**config.mk**
```make
export PLATFORM = sky130hd
export DESIGN_NAME = uirq_ctrl
export DESIGN_NICKNAME = d
export VERILOG_FILES = /design/src/uirq_pkg.sv /design/src/uirq_fifo.sv /design/src/uirq_ctrl.sv
export SDC_FILE = /design/constraint.sdc
export NUM_CORES = 1
export LEC_CHECK = 0
export BUFFER_PORTS_ARGS = -buffer_cell sky130_fd_sc_hd__buf_4
export CAP_MARGIN = 10
export CELL_PAD_IN_SITES_DETAIL_PLACEMENT = 1
export CELL_PAD_IN_SITES_GLOBAL_PLACEMENT = 2
export CORE_MARGIN = 3
export CORE_UTILIZATION = 49
export DETAILED_ROUTE_END_ITERATION = 12
export PLACE_DENSITY_LB_ADDON = 0.05
export RECOVER_POWER = 100
export SLEW_MARGIN = 20
export SYNTH_ARGS = -nofsm -noshare
export SYNTH_HDL_FRONTEND = slang
export SYNTH_HIERARCHICAL = 1
export SYNTH_SLANG_ARGS = --single-unit
```
**constraint.sdc**
```tcl
create_clock -name ref_clk -period 7.67 [get_ports ref_clk]
set_input_delay 0.767 -clock ref_clk [delete_from_list [all_inputs] [get_ports ref_clk]]
set_output_delay 0.767 -clock ref_clk [all_outputs]
set_load 0.02 [all_outputs]
```
**src/uirq_pkg.sv**
```systemverilog
// Constants and carrier types for the interrupt identification and FIFO control block.
// Assumes a single 10 MHz clock domain shared with the receiver and transmitter cores.
package uirq_pkg;

  // ---------------------------------------------------------------------------
  // Clock
  // ---------------------------------------------------------------------------
  localparam int          CLK_PERIOD_NS  = 100;

  // ---------------------------------------------------------------------------
  // Register byte addresses
  // ---------------------------------------------------------------------------
  localparam logic [31:0] ADDR_RX_TX     = 32'he000c000;
  localparam logic [31:0] ADDR_IRQ_EN    = 32'he000c004;
  localparam logic [31:0] ADDR_ID_FCTRL  = 32'he000c008;
  localparam logic [31:0] ADDR_LINE_STAT = 32'he000c014;

  // ---------------------------------------------------------------------------
  // Field positions and reset values
  // ---------------------------------------------------------------------------
  localparam int          FCTRL_EN_BIT    = 0;
  localparam int          FCTRL_RXRST_BIT = 1;
  localparam int          FCTRL_TXRST_BIT = 2;
  localparam int          FCTRL_TRIG_LSB  = 6;
  localparam logic [7:0]  FCTRL_RESET     = 8'h00;
  localparam int          IEN_RDA_BIT     = 0;
  localparam int          IEN_TX_HOLDING_EMPTY_BIT    = 1;
  localparam int          IEN_RLS_BIT     = 2;
  localparam logic [2:0]  IEN_RESET       = 3'h0;
  localparam logic [7:0]  ID_RESET        = 8'h01;

  // Identification codes, bits 3:1
  localparam logic [2:0]  ID_NONE         = 3'h0;
  localparam logic [2:0]  ID_RLS          = 3'h3;
  localparam logic [2:0]  ID_RDA          = 3'h2;
  localparam logic [2:0]  ID_CTI          = 3'h6;
  localparam logic [2:0]  ID_TX_HOLDING_EMPTY         = 3'h1;

  // Receive trigger thresholds
  localparam logic [4:0]  TRIG_LVL0       = 5'h01;
  localparam logic [4:0]  TRIG_LVL1       = 5'h04;
  localparam logic [4:0]  TRIG_LVL2       = 5'h08;
  localparam logic [4:0]  TRIG_LVL3       = 5'h0e;

  // Time-out formula terms, in receive sample clocks
  localparam logic [11:0] WORD_LEN_BASE   = 12'h005;
  localparam logic [11:0] CTI_WL_MUL      = 12'h007;
  localparam logic [11:0] CTI_WL_SUB      = 12'h002;
  localparam logic [11:0] CTI_SCALE       = 12'h008;
  localparam logic [11:0] CTI_ADD         = 12'h001;
  localparam logic [11:0] START_BITS      = 12'h001;

  // ---------------------------------------------------------------------------
  // Types
  // ---------------------------------------------------------------------------
  typedef struct packed {
    logic [31:0] addr;
    logic [7:0]  wdata;
    logic        wr;
    logic        rd;
  } uirq_bus_req_t;

  typedef struct packed {
    logic [7:0] data;
    logic       parityError;
    logic       framingError;
    logic       breakIndication;
  } uirq_rx_char_t;

  typedef struct packed {
    logic overrun;
    logic parityError;
    logic framingError;
    logic breakIndication;
  } uirq_line_err_t;

  typedef enum logic [1:0] {
    THR_FILLED = 2'b00,
    THR_WAIT   = 2'b01,
    THR_EMPTY  = 2'b11
  } uirq_thr_state_t;

endpackage : uirq_pkg

```
**src/uirq_fifo.sv**
```systemverilog
// Flip-flop FIFO with synchronous clear and fill count.
// Assumes push and pop come from logic on the same clock.
`timescale 1ns/1ns
module uirq_fifo #(
  parameter  int WIDTH = 8,
  parameter  int DEPTH = 16,
  localparam int AW    = $clog2(DEPTH),
  localparam int CW    = AW + 1
) (
  // Clock and reset
  input  wire logic             ref_clk,
  input  wire logic             rstSync_n,
  // Fill side
  input  wire logic             clear,
  input  wire logic             push,
  input  wire logic [WIDTH-1:0] pushData,
  // Drain side
  input  wire logic             pop,
  output logic      [WIDTH-1:0] popData,
  // Status
  output logic      [CW-1:0]    count,
  output logic                  full,
  output logic                  empty
);

  // ---------------------------------------------------------------------------
  // Elaboration check
  // ---------------------------------------------------------------------------
  if (DEPTH < 2 || (1 << AW) != DEPTH || WIDTH < 1) begin : g_bad_param
    $error("uirq_fifo: DEPTH must be a power of two of at least 2");
  end

  logic [WIDTH-1:0] mem [DEPTH];
  logic [AW-1:0]    wrPtr;
  logic [AW-1:0]    rdPtr;
  logic [AW-1:0]    next_wrPtr;
  logic [AW-1:0]    next_rdPtr;
  logic [CW-1:0]    next_count;
  logic             doPush;
  logic             doPop;

  assign full    = (count == CW'(DEPTH));
  assign empty   = (count == '0);
  assign doPush  = push & ~full & ~clear;
  assign doPop   = pop & ~empty & ~clear;
  assign popData = mem[rdPtr];

  // ---------------------------------------------------------------------------
  // Pointers
  // ---------------------------------------------------------------------------
  always_comb begin
    next_wrPtr = wrPtr;
    next_rdPtr = rdPtr;
    next_count = count;
    if (clear) begin
      next_wrPtr = '0;
      next_rdPtr = '0;
      next_count = '0;
    end else begin
      if (doPush) begin
        next_wrPtr = wrPtr + 1'b1;
      end
      if (doPop) begin
        next_rdPtr = rdPtr + 1'b1;
      end
      next_count = count + CW'(doPush) - CW'(doPop);
    end
  end

  always_ff @(posedge ref_clk or negedge rstSync_n) begin
    if (!rstSync_n) begin
      wrPtr <= '0;
      rdPtr <= '0;
      count <= '0;
    end else begin
      wrPtr <= next_wrPtr;
      rdPtr <= next_rdPtr;
      count <= next_count;
    end
  end

  // Storage, no reset needed
  always_ff @(posedge ref_clk) begin
    if (doPush) begin
      mem[wrPtr] <= pushData;
    end
  end

endmodule : uirq_fifo

```
**src/uirq_ctrl.sv**
```systemverilog
// Interrupt identification, prioritisation and FIFO control of a UART.
// Assumes receiver and transmitter cores on ref_clk; rxSampleTick pulses once per sample clock.
`timescale 1ns/1ns
module uirq_ctrl
  import uirq_pkg::*;
#(
  parameter  int RX_DEPTH      = 16,
  parameter  int TX_DEPTH      = 16,
  parameter  int TICKS_PER_BIT = 16,
  localparam int RCW           = $clog2(RX_DEPTH) + 1,
  localparam int TCW           = $clog2(TX_DEPTH) + 1
) (
  // Clock and reset
  input  wire logic                    ref_clk,
  input  wire logic                    reset_n,
  // Register port
  input  wire uirq_pkg::uirq_bus_req_t busReq,
  output logic                  [7:0]  busRdata,
  // Receiver core
  input  wire logic                    rxCharValid,
  input  wire uirq_pkg::uirq_rx_char_t rxChar,
  input  wire logic                    rxSampleTick,
  input  wire logic             [1:0]  wordLenSel,
  input  wire logic                    parityOn,
  // Transmitter core
  input  wire logic                    txTaken,
  output logic                         txValid,
  output logic                  [7:0]  txData,
  // Status
  output logic                         irqPending
);

  // ---------------------------------------------------------------------------
  // Elaboration check
  // ---------------------------------------------------------------------------
  if (RX_DEPTH < 16 || TX_DEPTH < 2 || TICKS_PER_BIT < 1 || TICKS_PER_BIT > 64) begin : g_bad_param
    $error("uirq_ctrl: receive depth must hold the top trigger level");
  end

  // ---------------------------------------------------------------------------
  // Reset release
  // ---------------------------------------------------------------------------
  logic rstMeta_n;
  logic rstSync_n;

  always_ff @(posedge ref_clk or negedge reset_n) begin
    if (!reset_n) begin
      rstMeta_n <= 1'b0;
      rstSync_n <= 1'b0;
    end else begin
      rstMeta_n <= 1'b1;
      rstSync_n <= rstMeta_n;
    end
  end

  // ---------------------------------------------------------------------------
  // Address decode
  // ---------------------------------------------------------------------------
  logic wrHolding, wrEnable, wrFifoCtrl;
  logic rdBuffer, rdEnable, rdId, rdLineStat;

  always_comb begin
    wrHolding  = 1'b0;
    wrEnable   = 1'b0;
    wrFifoCtrl = 1'b0;
    rdBuffer   = 1'b0;
    rdEnable   = 1'b0;
    rdId       = 1'b0;
    rdLineStat = 1'b0;
    if (busReq.addr == ADDR_RX_TX) begin
      wrHolding = busReq.wr;
      rdBuffer  = busReq.rd;
    end else if (busReq.addr == ADDR_IRQ_EN) begin
      wrEnable = busReq.wr;
      rdEnable = busReq.rd;
    end else if (busReq.addr == ADDR_ID_FCTRL) begin
      wrFifoCtrl = busReq.wr;
      rdId       = busReq.rd;
    end else if (busReq.addr == ADDR_LINE_STAT) begin
      rdLineStat = busReq.rd;
    end
  end

  // ---------------------------------------------------------------------------
  // FIFO control and enables
  // ---------------------------------------------------------------------------
  logic       fifoEnable, next_fifoEnable;
  logic [1:0] trigSel, next_trigSel;
  logic [2:0] irqEnable, next_irqEnable;
  logic       rxClear, txClear;
  logic [4:0] trigLevel;

  always_comb begin
    next_fifoEnable = fifoEnable;
    next_trigSel    = trigSel;
    next_irqEnable  = irqEnable;
    rxClear         = ~fifoEnable;
    txClear         = ~fifoEnable;
    if (wrFifoCtrl) begin
      next_fifoEnable = busReq.wdata[FCTRL_EN_BIT];
      if (busReq.wdata[FCTRL_EN_BIT] != fifoEnable) begin
        rxClear = 1'b1;
        txClear = 1'b1;
      end
      if (busReq.wdata[FCTRL_EN_BIT]) begin
        next_trigSel = busReq.wdata[FCTRL_TRIG_LSB +: 2];
        if (busReq.wdata[FCTRL_RXRST_BIT]) begin
          rxClear = 1'b1;
        end
        if (busReq.wdata[FCTRL_TXRST_BIT]) begin
          txClear = 1'b1;
        end
      end
    end
    if (wrEnable) begin
      next_irqEnable = busReq.wdata[2:0];
    end
    case (trigSel)
      2'b00:   trigLevel = TRIG_LVL0;
      2'b01:   trigLevel = TRIG_LVL1;
      2'b10:   trigLevel = TRIG_LVL2;
      default: trigLevel = TRIG_LVL3;
    endcase
  end

  always_ff @(posedge ref_clk or negedge rstSync_n) begin
    if (!rstSync_n) begin
      fifoEnable <= FCTRL_RESET[FCTRL_EN_BIT];
      trigSel    <= FCTRL_RESET[FCTRL_TRIG_LSB +: 2];
      irqEnable  <= IEN_RESET;
    end else begin
      fifoEnable <= next_fifoEnable;
      trigSel    <= next_trigSel;
      irqEnable  <= next_irqEnable;
    end
  end

  // ---------------------------------------------------------------------------
  // FIFOs
  // ---------------------------------------------------------------------------
  logic [RCW-1:0] rxCount;
  logic [TCW-1:0] txCount;
  logic           rxFull, rxEmpty, txEmpty;
  logic           rxPush, rxPop, txLoad;
  logic [10:0]    rxHead;
  logic [7:0]     txHead;

  assign rxPush = rxCharValid & ~rxFull & ~rxClear;
  assign rxPop  = rdBuffer & ~rxEmpty & ~rxClear;
  assign txLoad = (~txValid | txTaken) & ~txEmpty & ~txClear;

  uirq_fifo #(.WIDTH(11), .DEPTH(RX_DEPTH)) u_rx_fifo (
    .ref_clk   (ref_clk),
    .rstSync_n (rstSync_n),
    .clear     (rxClear),
    .push      (rxCharValid),
    .pushData  ({rxChar.data, rxChar.parityError, rxChar.framingError, rxChar.breakIndication}),
    .pop       (rdBuffer),
    .popData   (rxHead),
    .count     (rxCount),
    .full      (rxFull),
    .empty     (rxEmpty)
  );

  uirq_fifo #(.WIDTH(8), .DEPTH(TX_DEPTH)) u_tx_fifo (
    .ref_clk   (ref_clk),
    .rstSync_n (rstSync_n),
    .clear     (txClear),
    .push      (wrHolding),
    .pushData  (busReq.wdata),
    .pop       (txLoad),
    .popData   (txHead),
    .count     (txCount),
    .full      (),
    .empty     (txEmpty)
  );

  // ---------------------------------------------------------------------------
  // Line errors
  // ---------------------------------------------------------------------------
  uirq_line_err_t lineErr, next_lineErr;

  always_comb begin
    next_lineErr = rdLineStat ? '0 : lineErr;
    if (rxCharValid && rxFull) begin
      next_lineErr.overrun = 1'b1;
    end
    if (rxPush) begin
      next_lineErr.parityError     = next_lineErr.parityError | rxChar.parityError;
      next_lineErr.framingError    = next_lineErr.framingError | rxChar.framingError;
      next_lineErr.breakIndication = next_lineErr.breakIndication | rxChar.breakIndication;
    end
  end

  always_ff @(posedge ref_clk or negedge rstSync_n) begin
    if (!rstSync_n) begin
      lineErr <= '0;
    end else begin
      lineErr <= next_lineErr;
    end
  end

  // ---------------------------------------------------------------------------
  // Character time-out
  // ---------------------------------------------------------------------------
  logic [11:0] wordLen, ctiBase, ctiTrig, ctiHeld, ctiPeriod;
  logic [11:0] ctiCnt, next_ctiCnt;
  logic        ctiFlag, next_ctiFlag;

  always_comb begin
    wordLen   = WORD_LEN_BASE + 12'(wordLenSel);
    ctiBase   = (wordLen * CTI_WL_MUL - CTI_WL_SUB) * CTI_SCALE;
    ctiTrig   = 12'(trigLevel) * CTI_SCALE + CTI_ADD;
    ctiHeld   = 12'(rxCount) * CTI_SCALE;
    ctiPeriod = (ctiBase + ctiTrig > ctiHeld) ? ctiBase + ctiTrig - ctiHeld : 12'h001;
    next_ctiCnt  = ctiCnt;
    next_ctiFlag = ctiFlag;
    if (rxPush || rxPop || rxClear || rxEmpty) begin
      next_ctiCnt  = '0;
      next_ctiFlag = 1'b0;
    end else if (rxSampleTick && !ctiFlag) begin
      next_ctiCnt = ctiCnt + 12'h001;
      if (next_ctiCnt >= ctiPeriod) begin
        next_ctiFlag = 1'b1;
      end
    end
  end

  always_ff @(posedge ref_clk or negedge rstSync_n) begin
    if (!rstSync_n) begin
      ctiCnt  <= '0;
      ctiFlag <= 1'b0;
    end else begin
      ctiCnt  <= next_ctiCnt;
      ctiFlag <= next_ctiFlag;
    end
  end

  // ---------------------------------------------------------------------------
  // Priority and identification
  // ---------------------------------------------------------------------------
  logic       rlsAct, rdaAct, ctiAct, threAct, anyAct;
  logic       threFlag;
  logic [2:0] idCode;

  always_comb begin
    rlsAct  = irqEnable[IEN_RLS_BIT] & (|lineErr);
    rdaAct  = irqEnable[IEN_RDA_BIT] & (rxCount >= RCW'(trigLevel));
    ctiAct  = irqEnable[IEN_RDA_BIT] & ctiFlag;
    threAct = irqEnable[IEN_TX_HOLDING_EMPTY_BIT] & threFlag;
    anyAct  = rlsAct | rdaAct | ctiAct | threAct;
    if (rlsAct) begin
      idCode = ID_RLS;
    end else if (rdaAct) begin
      idCode = ID_RDA;
    end else if (ctiAct) begin
      idCode = ID_CTI;
    end else if (threAct) begin
      idCode = ID_TX_HOLDING_EMPTY;
    end else begin
      idCode = ID_NONE;
    end
  end

  // ---------------------------------------------------------------------------
  // Transmit-empty with start-up delay
  // ---------------------------------------------------------------------------
  uirq_thr_state_t thrState, next_thrState;
  logic [11:0]     thrCnt, next_thrCnt, thrDelay;
  logic            heldTwo, next_heldTwo, next_threFlag, threSet;

  always_comb begin
    thrDelay      = (START_BITS + wordLen + 12'(parityOn)) * 12'(TICKS_PER_BIT);
    next_thrState = thrState;
    next_thrCnt   = thrCnt;
    next_heldTwo  = heldTwo | (txCount >= TCW'(2));
    threSet       = 1'b0;
    case (thrState)
      THR_FILLED: begin
        if (txEmpty) begin
          next_heldTwo = 1'b0;
          next_thrCnt  = '0;
          if (heldTwo) begin
            threSet       = 1'b1;
            next_thrState = THR_EMPTY;
          end else begin
            next_thrState = THR_WAIT;
          end
        end
      end
      THR_WAIT: begin
        if (!txEmpty) begin
          next_thrState = THR_FILLED;
        end else if (rxSampleTick) begin
          next_thrCnt = thrCnt + 12'h001;
          if (next_thrCnt >= thrDelay) begin
            threSet       = 1'b1;
            next_thrState = THR_EMPTY;
          end
        end
      end
      default: begin
        if (!txEmpty) begin
          next_thrState = THR_FILLED;
        end
      end
    endcase
    // Set beats clear; clear uses the code seen by this read
    next_threFlag = threSet | (threFlag & ~(wrHolding | (rdId & (idCode == ID_TX_HOLDING_EMPTY))));
  end

  always_ff @(posedge ref_clk or negedge rstSync_n) begin
    if (!rstSync_n) begin
      thrState <= THR_FILLED;
      thrCnt   <= '0;
      heldTwo  <= 1'b0;
      threFlag <= 1'b0;
    end else begin
      thrState <= next_thrState;
      thrCnt   <= next_thrCnt;
      heldTwo  <= next_heldTwo;
      threFlag <= next_threFlag;
    end
  end

  // ---------------------------------------------------------------------------
  // Read data and outputs
  // ---------------------------------------------------------------------------
  logic [7:0] next_busRdata, next_txData;
  logic       next_txValid, next_irqPending;

  always_comb begin
    next_busRdata = 8'h00;
    if (rdBuffer) begin
      next_busRdata = rxEmpty ? 8'h00 : rxHead[10:3];
    end else if (rdEnable) begin
      next_busRdata = {5'h00, irqEnable};
    end else if (rdId) begin
      next_busRdata = {fifoEnable, fifoEnable, 2'b00, idCode, ~anyAct};
    end else if (rdLineStat) begin
      next_busRdata = {1'b0, txEmpty & ~txValid, txEmpty, lineErr.breakIndication,
                       lineErr.framingError, lineErr.parityError, lineErr.overrun, ~rxEmpty};
    end
    next_txValid = txValid & ~txTaken;
    next_txData  = txData;
    if (txLoad) begin
      next_txValid = 1'b1;
      next_txData  = txHead;
    end
    next_irqPending = anyAct;
  end

  always_ff @(posedge ref_clk or negedge rstSync_n) begin
    if (!rstSync_n) begin
      busRdata   <= 8'h00;
      txValid    <= 1'b0;
      txData     <= 8'h00;
      irqPending <= 1'b0;
    end else begin
      busRdata   <= next_busRdata;
      txValid    <= next_txValid;
      txData     <= next_txData;
      irqPending <= next_irqPending;
    end
  end

endmodule : uirq_ctrl

```
* Word-level counts from Yosys, hierarchy flattened *
Memory sizes are Yosys's and may differ from the RTL's. A register that Yosys moved wholly into a read port is not among the register bits.
Index checks and enable logic that the tools add are counted.

storage, ports and cells
  RAM bits = 304
  register bits = 77
  input port bits = 61
  memories = 2
  output and inout port bits = 18
  word-level logic and storage cells = 205

memory list
  memory         depth  bits a word  read ports  clocked after memory_dff  wr ports  line             text
  u_rx_fifo.mem  16     11           1           0                         1         uirq_fifo.sv:33  logic [WIDTH-1:0] mem [DEPTH];
  u_tx_fifo.mem  16     8            1           1                         1         uirq_fifo.sv:33

operators by class
  add/sub/neg operators = 17
  mux-type cells = 76
  bitwise logic cells = 39
  equality and inequality tests = 17
  reduce and logical (&&, ||, !) cells = 24
  order comparisons = 5
  multiply operators = 1

operators by type and width
  operator                                                         number
  32-bit == test, second input constant                            4
  12-bit two-way mux                                               6
  1-bit two-way mux                                                40
  4-bit two-way mux                                                9
  8-bit two-way mux                                                4
  12-bit by 1-bit adder with 12-bit output, second input constant  2
  12-bit one-hot mux with 2 select lines                           1
  1-bit AND                                                        18
  4-bit by 1-bit adder with 4-bit output, second input constant    4
  2-bit nonzero test                                               8
  11-bit by 10-bit adder with 12-bit output                        1
  12-bit by 10-bit greater-or-equal comparator with 1-bit output   1
  12-bit greater-or-equal comparator                               1
  12-bit by 8-bit greater-than comparator with 1-bit output        1
  2-bit two-way mux                                                6
  3-bit two-way mux                                                4
  4-bit one-hot mux with 3 select lines                            1
  12-bit by 8-bit subtractor with 12-bit output                    1
  1-bit NOT                                                        11
  5-bit by 1-bit adder with 5-bit output                           2
  5-bit == test, second input constant                             2
  5-bit logical NOT                                                2
  5-bit two-way mux                                                2
  1-bit bitwise OR                                                 10
  26 further kinds                                                 38

* Longest topological paths before layout *
Gate-level depths: netlist (run 1).

  depth in word-level cells = 12
  mapped depth = 21
  mapped depth without buffers = 21

* Cells and area by module *
The synthesis (run 1) kept the hierarchy.

modules (own cells, without submodules)
  module                 cells an instance  area each (um^2)  instances  seq. area each (um^2)
  uirq_fifo (u_rx_fifo)  426                7,800.0           1          5,610.4
  uirq_fifo (u_tx_fifo)  340                5,906.9           1          4,169.0
  uirq_ctrl              446                4,107.7           1          1,476.4

* Least setup slack after synthesis (run 1) *
Ideal clock, no wire load.

  path kind = input-to-reg
  from = input wordLenSel[0]
  to = register ctiFlag
  stages on the path = 19
  setup slack = 3.336 ns
  required time = 7.546 ns
  path buffers = 0
  setup time = 0.124 ns
  arrival time = 4.210 ns
  path through = inv_1 ha_1 xor2_1 xnor2_1 ha_1 ha_1 nor2b_1 o21ai_0 a21boi_0 o21ai_0 nand4b_1 nand2b_1 ha_1 a21o_1 a221o_1 a21oi_1 o21ai_0 nand3_1 a21oi_1

between the ends
  word-level cells in the longest chain between the ends = 9
  elaborated cells on any way between the ends = 10
  those cells by class = add/sub: 4; mul: 1; order compare: 2; mux: 1; reduce/logical: 2

ends and longest elaborated chain
  what                                                                                                                               line              text
  from (decl)                                                                                                                        uirq_ctrl.sv:23   input wire logic [1:0] wordLenSel,
  3-bit by 2-bit adder with 4-bit output (*)                                                                                         uirq_ctrl.sv:211  wordLen = WORD_LEN_BASE + 12'(wordLenSel);
  4-bit by 3-bit multiplier with 7-bit output (*)                                                                                    uirq_ctrl.sv:212  ctiBase = (wordLen * CTI_WL_MUL - CTI_WL_SUB) * CTI_SCALE;
  7-bit by 2-bit subtractor with 8-bit output (*)                                                                                    uirq_ctrl.sv:212
  11-bit by 10-bit adder with 12-bit output (*)                                                                                      uirq_ctrl.sv:215  ctiPeriod = (ctiBase + ctiTrig > ctiHeld) ? ctiBase + ctiTrig - ctiHeld : 12'h001;
  12-bit by 8-bit subtractor with 12-bit output / 12-bit by 8-bit greater-than comparator with 1-bit output (equally long branches)  uirq_ctrl.sv:215
  12-bit two-way mux (*)                                                                                                             uirq_ctrl.sv:215
  12-bit greater-or-equal comparator (*)                                                                                             uirq_ctrl.sv:223  if (next_ctiCnt >= ctiPeriod) begin
  2-bit nonzero test (no line) (*)                                                                                                   -
  2-bit AND reduction (no line) (*)                                                                                                  -
  to (signal assigned)                                                                                                               uirq_ctrl.sv:235  ctiFlag <= next_ctiFlag;
  to (decl)                                                                                                                          uirq_ctrl.sv:208  logic ctiFlag, next_ctiFlag;

Every way passes the cells marked *; elsewhere a longest branch is shown, timed or not.
A chain may end at the register's enable or synchronous reset.

* Worst setup path in the final report (run 1) *
  from = input busReq[2] in the netlist's numbering
  to = register u_tx_fifo.count[4]

between the ends
  word-level cells in the longest chain between the ends = 11
  elaborated cells on any way between the ends = 13
  those cells by class = add/sub: 2; eq/ne: 1; mux: 5; bitwise: 5

ends and longest elaborated chain
  what                                             line              text
  from (decl)                                      uirq_ctrl.sv:17   input wire uirq_pkg::uirq_bus_req_t busReq,
  1-bit inequality test                            uirq_ctrl.sv:101  if (busReq.wdata[FCTRL_EN_BIT] != fifoEnable) begin
  1-bit two-way mux                                uirq_ctrl.sv:101
  1-bit two-way mux                                uirq_ctrl.sv:110  if (busReq.wdata[FCTRL_TXRST_BIT]) begin
  1-bit two-way mux (*)                            uirq_ctrl.sv:105  if (busReq.wdata[FCTRL_EN_BIT]) begin
  1-bit two-way mux (*)                            uirq_ctrl.sv:99   if (wrFifoCtrl) begin
  1-bit NOT (*)                                    uirq_ctrl.sv:150  assign txLoad = (~txValid | txTaken) & ~txEmpty & ~txClear;
  1-bit AND (*)                                    uirq_ctrl.sv:150
  named net txLoad                                 uirq_ctrl.sv:144  logic rxPush, rxPop, txLoad;
  1-bit AND (*) (2 in a row)                       uirq_fifo.sv:45   assign doPop = pop & ~empty & ~clear;
  5-bit by 1-bit subtractor with 5-bit output (*)  uirq_fifo.sv:66   next_count = count + CW'(doPush) - CW'(doPop);
  5-bit two-way mux (*)                            uirq_fifo.sv:55   if (clear) begin
  named net u_tx_fifo.next_count[4]                uirq_fifo.sv:38   logic [CW-1:0] next_count;
  to (signal assigned)                             uirq_fifo.sv:78   count <= next_count;
  to (decl)                                        uirq_fifo.sv:21   output logic [CW-1:0] count,

Mark *: on every way through the listed nets, which the timed path passes. The rest lies on a longest branch.

==> results.yml, run 1 <==
power:
  max-vdd-ir-drop_uv: 207
  powerDensity_nw_per_um2: 215
  swShare_pct: 20.7
  pwr-share-comb_pct: 3.1
  intPower_w: 0.00304
  p_seq_share_pct: 51.9
  p_switching_w: 0.000795
  finalPower_w: 0.00384
  pwr-share-clk_pct: 45.0
  p_leak_nw: 6.34
clock_network:
  htree_levels: 2
  root_buffer: "clkbuf_16"
  numCtsBuffers: 37
  cts_tree: "built"
  clkSinkCount: 341
  clk_path_buf_depth: 3
  cts_resized: 0
  clock_latency_ns: 0.54
  cts.clk_slew.worst_paths_ns: 0.06
floorplan:
  pin_count: 79
  coreArea_um2: 31900
  fp-row-count: 65
  start_util_pct: 50.2
  fp.dieW_um: 187
  die_area_um2: 34800
  die_h_um: 187
synth:
  synth_cells: 1131
  syn-num-nets: 1253
  syn-cell-area_um2: 16000
  syn_avg_cell_area_um2: 14.1
  yosys_warnings: 6
worst_setup_path:
  crit_type: "primary input to register"
  end_kind: "register"
  slowest_stage: "a21boi_0"
  worst-path-buf-inv: 4
  cpMostUsedCell: "inv_1"
  worstPathArrival_ns: 5.83
  max_stage_delay_ns: 1.67
  critPathLaunchType: "primary input"
  crit_chain: "clkbuf_1 > inv_1 > o21bai_1 > o211a_1 > a21boi_0 > nand2_1 > nor2_1 > ha_1 > inv_1 > ha_1 > inv_1 > fa_1 > nor2b_1 > o21bai_1 > nand3_1 > nor3b_1"
  critPathMaxFanout: 18
  worstPathRequired_ns: 8.10
  critical-path-top-delay-family: "compound AO/OA/AOI/OAI gates"
  r2r_slack_ns: 2.38
global_route:
  grt_pass1_wl_mm: 59.0
  gr-usage-all-layers_pct: 21.5
  grt_pass1_vias: 10008
  grt_max_degree: 52
  antenna_found_initial: 0
  overflow: 0
final_layout:
  drive_gt1_share_pct: 13.9
  syn_to_final_growth_pct: 11.4
  layout_commonest_cell: "edfxtp_1"
  final_cell_mix: "edfxtp_1, dfrtp_1, nor2_1"
  fin_nets: 1337
  antenna_cells: 0
timing:
  rsz0062_at_grt: "false"
  hold_viol: 0
  worst_pin_slew_ns: 3.11
  slew_viol_final: 141
  post-route-min-period_ns: 5.40
  tns_ns: 0
  setup_violations: 0
  slew_headroom_pct: -108
  post-route-period-util_pct: 70.4
  max_freq_ghz: 0.185
  skew_ns: 0.0147
route:
  drtPass1Iterations: 5
  vias_per_cell: 5.62
  route.final.wire_length_mm: 37.0
  post-route-drc-count: 0
  wl_per_cell_um: 22.1
  ant_nets: 0
  drtIter0Drc: 603
  via_count: 9415
min_path:
  hold_class: "register to register"
job:
  drv_cap: 4
placement:
  port_buffers: 78
  place_hpwl_mm: 25.3
  gp_congestion: 0.767
outcome:
  violations: "capacitance limit, slew limit"
  status: "complete, but fails checks"
per-layer routing:
metal / up-vias / global-route usage [%] / share of wire, %
li1: 4401 / - / -
met1: 4802 / 30.7 / 46
met2: 173 / 35.6 / 49
met3: 39 / 3.02 / 3.9
met4: 0 / 4.48 / 1.6
met5: - / 0 / 0
repair_timing:
| item | 4_1_cts | 5_1_grt |
|---|---|---|
| endpoints found under the hold margin | 2 | 0 |
| hold buffers | 1 | 0 |
| setup buffers | 0 | 0 |
final timing paths:
| path | startpoint | end | depth (start not counted) |
|---|---|---|---|
| max | busReq[2] | u_tx_fifo/count[4] | 16 |
| min reg2reg | rstMeta_n | rstSync_n | 0 |
| min | rstMeta_n | rstSync_n | 0 |
| max in group asynchronous | rstSync_n | thrState[0] | 1 |
| max reg2reg | u_tx_fifo/count[3] | u_tx_fifo/count[4] | 18 |
| min in group asynchronous | reset_n | rstMeta_n | 2 |
final cells by class:
cell class                      instances  area (um2)
Timing Repair Buffer                   96         547
Tap cell                              435         544
Clock inverter                         19         215
Clock buffer                           46         970
Inverter                               57         214
Sequential cell                       341        9820
Multi-Input combinational cell        682        5520
Fill cell                            3123       14100
metrics by stage:
| stage | area, um2 | std cells | setup WS [ns] | hold WS, ns | util, % |
|---|---|---|---|---|---|
| after floorplan | 16000 | 1131 | 3.34 | 0.331 | - |
| after global placement | 16900 | 1610 | 2.75 | 0.343 | 52.9 |
| after detailed placement | 16900 | 1610 | 2.52 | 0.336 | 52.9 |
| after CTS | 18100 | 1676 | 3.07 | 0.359 | 56.7 |
| after global routing | 17800 | 1676 | 1.73 | 0.380 | 55.9 |
| final | 17800 | 1676 | 2.27 | 0.358 | 55.9 |
flip-flops by register name, summed over array words and instances, names as in the netlist, 2 cells and up:
signal / cells
u_rx_fifo/wrPtr: 4
trigSel: 2
u_tx_fifo/rdPtr: 4
ctiCnt: 12
txData: 8
u_rx_fifo/count: 5
u_rx_fifo/mem: 128
u_tx_fifo/count: 5
irqEnable: 3
thrState: 2
busRdata: 8
lineErr: 4
u_rx_fifo/rdPtr: 4
thrCnt: 12
u_tx_fifo/mem: 128
u_tx_fifo/wrPtr: 4
power by group through the flow:
stage	clock network [W]	logic (W)	registers [W]
after floorplan	0	0.0000550	0.00203
after detailed placement	0	0.000126	0.00203
after global placement	0	0.000121	0.00203
after CTS	0.00177	0.000127	0.00199
final	0.00172	0.000120	0.00199
after global routing	0.00185	0.000138	0.00199
Power figures use the tool's default switching activity.
==> run 2: changes to the inputs <==
--- a/config.mk
+++ b/config.mk
@@ -10,7 +10,7 @@
 export CELL_PAD_IN_SITES_DETAIL_PLACEMENT = 1
 export CELL_PAD_IN_SITES_GLOBAL_PLACEMENT = 2
 export CORE_MARGIN = 3
-export CORE_UTILIZATION = 49
+export CORE_UTILIZATION = 41
 export DETAILED_ROUTE_END_ITERATION = 12
 export PLACE_DENSITY_LB_ADDON = 0.05
 export RECOVER_POWER = 100
==> constraint.sdc (replaced) <==
create_clock -name ref_clk -period 4.8 [get_ports ref_clk]
set_input_delay 0.48 -clock ref_clk [delete_from_list [all_inputs] [get_ports ref_clk]]
set_output_delay 0.48 -clock ref_clk [all_outputs]
set_load 0.02 [all_outputs]
==> results.yml, run 2 (synthesis gave the netlist of run 1 again) <==
route:
  vias_per_cell: 5.30
  wl_per_cell_um: 21.9
  drtIter0Drc: 477
  ant_nets: 0
  via_count: 9351
  route.final.wire_length_mm: 38.8
  post-route-drc-count: 0
  drtPass1Iterations: 4
worst_setup_path:
  slowest_stage: "dfrtp_1"
  worstPathRequired_ns: 5.19
  worstPathArrival_ns: 4.55
  critPathMaxFanout: 6
  end_kind: "register"
  crit_chain: "nor2_1 > ha_1 > ha_1 > ha_1 > nor2b_1 > o21ai_0 > a21boi_0 > o21ai_0 > nand4b_1 > nand2b_1 > ha_1 > a21o_1 > a221o_1 > a21oi_1 > o21ai_0 > nand3_1 > a21oi_1"
  critPathLaunchType: "register"
  worst-path-buf-inv: 0
  max_stage_delay_ns: 0.47
  r2r_slack_ns: 0.63
  crit_type: "register to register"
  critical-path-top-delay-family: "compound AO/OA/AOI/OAI gates"
  cpMostUsedCell: "ha_1"
global_route:
  grt_pass1_vias: 10129
  grt_pass1_wl_mm: 60.1
  grt_max_degree: 56
  antenna_found_initial: 0
  overflow: 0
  gr-usage-all-layers_pct: 18.8
floorplan:
  coreArea_um2: 38000
  start_util_pct: 42.1
  fp.dieW_um: 203
  pin_count: 79
  die_h_um: 203
  fp-row-count: 71
  die_area_um2: 41400
power:
  max-vdd-ir-drop_uv: 359
  powerDensity_nw_per_um2: 356
  p_leak_nw: 6.48
final_layout:
  antenna_cells: 0
  fin_nets: 1347
  layout.area.seq_um2: 9820
  final_cell_mix: "edfxtp_1, dfrtp_1, nor2_1"
  multiInputGateArea_um2: 5510
  fillerInstances: 3857
  stdcell_count: 1766
  drive_gt1_share_pct: 14.5
  syn_to_final_growth_pct: 13.3
  largest_registers: "u_rx_fifo/mem (128), u_tx_fifo/mem (128)"
  layout_commonest_cell: "edfxtp_1"
placement:
  place_hpwl_mm: 27.0
  gp_congestion: 0.751
  port_buffers: 78
  dp_cells: 1694
clock_network:
  htree_levels: 2
  numCtsBuffers: 39
  cts_hold_buf: 1
  clock_latency_ns: 0.53
  cts_setup_buffers: 0
  root_buffer: "clkbuf_16"
  cts_resized: 0
  clkSinkCount: 341
  cts.clk_slew.worst_paths_ns: 0.06
  cts_tree: "built"
  clk_path_buf_depth: 3
timing:
  tns_ns: 0
  setup_violations: 0
  hold_viol: 0
  slew_headroom_pct: -58.9
  rsz0062_at_grt: "false"
  post-route-period-util_pct: 86.8
  worst_pin_slew_ns: 2.38
  post-route-min-period_ns: 4.17
  slew_viol_final: 113
  max_freq_ghz: 0.240
  hold_ws_ns: 0.196
  skew_ns: 0.0174
outcome:
  violations: "capacitance limit, slew limit"
  status: "complete, but fails checks"
min_path:
  hold_class: "primary input to register"
job:
  drv_cap: 3
[run 2: changes by cell type in the layout (fill, tap and decap cells not counted), sizes merged]
cell    change
clkbuf      +1
buf         +6
clkinv      +3
bufinv      +4
[run 2: layout make-up]
| class | instances | share of cell area (%) |
|---|---|---|
| tap | 511 | 3.53 |
| clock inverter | 26 | 1.72 |
| sequential | 341 | 54.2 |
| multi-input combinational | 682 | 30.4 |
| inverter | 57 | 1.18 |
| clock buffer | 45 | 5.63 |
| timing repair buffer | 104 | 3.38 |
[run 2: where the power goes]
| part | switching [W] | internal, W | leakage [nW] | total (W) |
|---|---|---|---|---|
| registers | 0.00000958 | 0.00318 | 3.47 | 0.00319 |
| clock network | 0.00117 | 0.00190 | 0.651 | 0.00307 |
| logic | 0.000117 | 0.0000760 | 2.36 | 0.000193 |
[run 2: worst paths after layout]
path,from,end,depth (start not counted)
min,rxChar[2],lineErr[2],2
max reg2reg,trigSel[0],ctiFlag,17
max in group asynchronous,rstSync_n,busRdata[4],1
min reg2reg,rstMeta_n,rstSync_n,0
max,trigSel[0],ctiFlag,17
min in group asynchronous,reset_n,rstSync_n,2
[run 2: per-stage QoR]
step           setup WS, ns  util, %  total power, W  area (um2)
6_report              0.634     47.7         0.00645       18100
5_1_grt               0.196     47.7         0.00670       18100
4_1_cts               0.592     48.4         0.00655       18400
3_5_place_dp         0.0713     44.8         0.00345       17000
3_3_place_gp          0.182     44.8         0.00344       17000
2_1_floorplan         0.753        -         0.00334       16000
[run 2: per-layer routing]
layer  share of wire, %  wire (um)  GRT usage, %  up-vias
met5                  0          0             0        -
met4                1.3        523          3.76        0
met3                3.4       1330          2.78       40
met2                 49      19000          31.6      145
met1                 46      17900          26.4     4746
li1                   -          -             -     4420
==> run 3: changes to the inputs <==
--- a/config.mk
+++ b/config.mk
@@ -17,5 +17,4 @@
 export SLEW_MARGIN = 20
 export SYNTH_ARGS = -nofsm -noshare
 export SYNTH_HDL_FRONTEND = slang
-export SYNTH_HIERARCHICAL = 1
 export SYNTH_SLANG_ARGS = --single-unit
==> constraint.sdc (replaced) <==
create_clock -name ref_clk -period 4.8 [get_ports ref_clk]
set_input_delay 0.72 -clock ref_clk [delete_from_list [all_inputs] [get_ports ref_clk]]
set_output_delay 0.72 -clock ref_clk [all_outputs]
set_load 0.02 [all_outputs]
==> results.yml, run 3 <==
clock_network:
  clk_path_buf_depth: 3
  root_buffer: "clkbuf_16"
  clkSinkCount: 341
  cts_resized: 0
  cts_tree: "built"
  htree_levels: 2
  clock_latency_ns: 0.56
  cts.clk_slew.worst_paths_ns: 0.06
  numCtsBuffers: 39
placement:
  place_ws_ns: -0.0196
  place_hpwl_mm: 26.3
  gp_congestion: 0.769
  port_buffers: 78
final_layout:
  drive_gt1_share_pct: 17.6
  fin_nets: 1257
  layout.area.seq_um2: 9820
  layout_commonest_cell: "edfxtp_1"
  largest_registers: "u_rx_fifo.mem (128), u_tx_fifo.mem (128)"
  fin_util_pct: 48.5
  syn_to_final_growth_pct: 15.5
  fillerInstances: 3674
  multiInputGateArea_um2: 5270
  final_cell_mix: "edfxtp_1, dfrtp_1, mux4_2"
  antenna_cells: 0
route:
  ant_nets: 0
  drtIter0Drc: 430
  wl_per_cell_um: 22.6
  route.final.wire_length_mm: 37.7
  post-route-drc-count: 0
  drtPass1Iterations: 4
  via_count: 8873
  vias_per_cell: 5.33
synth:
  syn-cell-area_um2: 15500
  synthArstFlopShare_pct: 24.9
  syn_avg_cell_area_um2: 15.2
  synth_cells: 1020
  synth_cell_type_count: 66
  yosysMostFrequentCell: "edfxtp_1"
  yosysTopAreaCell: "edfxtp_1"
  synth_edf_count: 256
  syn-num-nets: 1145
  synthTopCellsByCount: "edfxtp_1, dfrtp_1, mux4_2"
  synth_seq_area_share_pct: 63.2
  synth-seq-cells: 341
  yosys_warnings: 0
  synth_top_area_share_pct: 49.5
  synth_area_leaders: "edfxtp_1, dfrtp_1, mux4_2"
  synth_ff_type: "edfxtp_1"
worst_setup_path:
  critical-path-top-delay-family: "simple AND/OR/NAND/NOR gates"
  worst-path-buf-inv: 2
  worstPathRequired_ns: 5.26
  crit_type: "primary input to register"
  end_kind: "register"
  max_stage_delay_ns: 0.89
  critPathMaxFanout: 9
  cp.depth: 14
  slowest_stage: "nor4_1"
  crit_chain: "clkbuf_4 > or4_1 > nor4_1 > nand3_1 > o31ai_1 > nor2_1 > ha_1 > inv_1 > ha_1 > fa_1 > a21oi_1 > nor2_1 > or3_1 > a21oi_1"
  worstPathArrival_ns: 4.93
  critPathLaunchType: "primary input"
  reg2regPathDepth: 19
timing:
  slew_viol_final: 99
  max_freq_ghz: 0.224
  hold_ws_ns: 0.355
  hold_viol: 0
  slew_headroom_pct: -62.9
  tns_ns: 0
  setup_violations: 0
  worst_pin_slew_ns: 2.44
  rsz0062_at_grt: "false"
  post-route-period-util_pct: 93.2
  setup_ws_ns: 0.328
  skew_ns: 0.0129
  post-route-min-period_ns: 4.47
power:
  max-vdd-ir-drop_uv: 305
  p_leak_nw: 6.29
  powerDensity_nw_per_um2: 366
floorplan:
  pin_count: 79
  fp.dieW_um: 201
  die_area_um2: 40300
  coreArea_um2: 37000
  start_util_pct: 42.0
  die_h_um: 201
  fp-row-count: 70
global_route:
  top_usage_layer: "met2"
  use_met2_pct: 30.7
  grt_pass1_wl_mm: 59.1
  overflow: 0
  gr-usage-all-layers_pct: 19.0
  use_met3_pct: 3.44
  use_met1_pct: 27.5
  grt_max_degree: 56
  antenna_found_initial: 1
  grt_pass1_vias: 9493
job:
  drv_cap: 3
min_path:
  hold_class: "register to register"
  holdPathStages: 0
outcome:
  violations: "capacitance limit, slew limit"
  status: "complete, but fails checks"
==> run 3: per-stage QoR <==
| step | instance area (um2) | power, W | cells |
|---|---|---|---|
| detailed placement | 16900 | 0.00346 | 1594 |
| finish | 17900 | 0.00656 | 1666 |
| CTS | 18300 | 0.00667 | 1666 |
| global route | 17900 | 0.00680 | 1666 |
| floorplan | 15500 | 0.00334 | 1020 |
| global placement | 16900 | 0.00345 | 1594 |
==> run 3: repair_timing <==
| item | CTS | global route |
|---|---|---|
| hold buffers | 1 | 0 |
| setup buffers | 0 | 0 |
| endpoints found under the hold margin | 2 | 0 |
==> run 3: final cells by class <==
| cell class | instances | area share [%] |
|---|---|---|
| Clock buffer | 49 | 5.77 |
| Clock inverter | 22 | 1.84 |
| Inverter | 60 | 1.26 |
| Multi-Input combinational cell | 574 | 29.4 |
| Sequential cell | 341 | 54.7 |
| Tap cell | 504 | 3.51 |
| Timing Repair Buffer | 116 | 3.53 |
==> run 3: kinds of logic (layout without fill, tap and decap cells) <==
logic type,count (synthesis),count (layout),synth area share (%)
DFF,341,341,63.2
and+or+nand+nor,243,243,8.22
AOI/OAI and AO/OA,118,118,4.97
buffers and inverters,105,247,2.58
muxes,97,97,12.8
adders and majority gates,64,64,5.35
xor gates and xnor gates,51,51,2.88
other,1,1,0.0241
==> run 3: final timing paths <==
kind	start	end	slack [ns]
min in group asynchronous	reset_n	rstMeta_n	0.49
setup / recovery	busReq[38]	u_tx_fifo.count[4]	0.33
hold reg to reg	rstMeta_n	rstSync_n	0.35
hold / removal	rstMeta_n	rstSync_n	0.35
setup reg to reg	trigSel[0]	ctiFlag	0.71
max in group asynchronous	rstSync_n	thrCnt[1]	1.20
==> run 3: routing by layer <==
layer  part of all wire [%]  up-vias  wire length, um
met3                    3.0       43             1130
met2                     48      103            18100
li1                       -     4119                -
met5                      0        -                0
met1                     47     4608            17900
met4                    1.4        0              545
==> run 3: power by group <==
group	leakage (nW)	total, W	internal (W)	switching, W
clock	0.658	0.00318	0.00197	0.00121
sequential	3.46	0.00319	0.00318	0.00000983
combinational	2.18	0.000199	0.0000793	0.000119
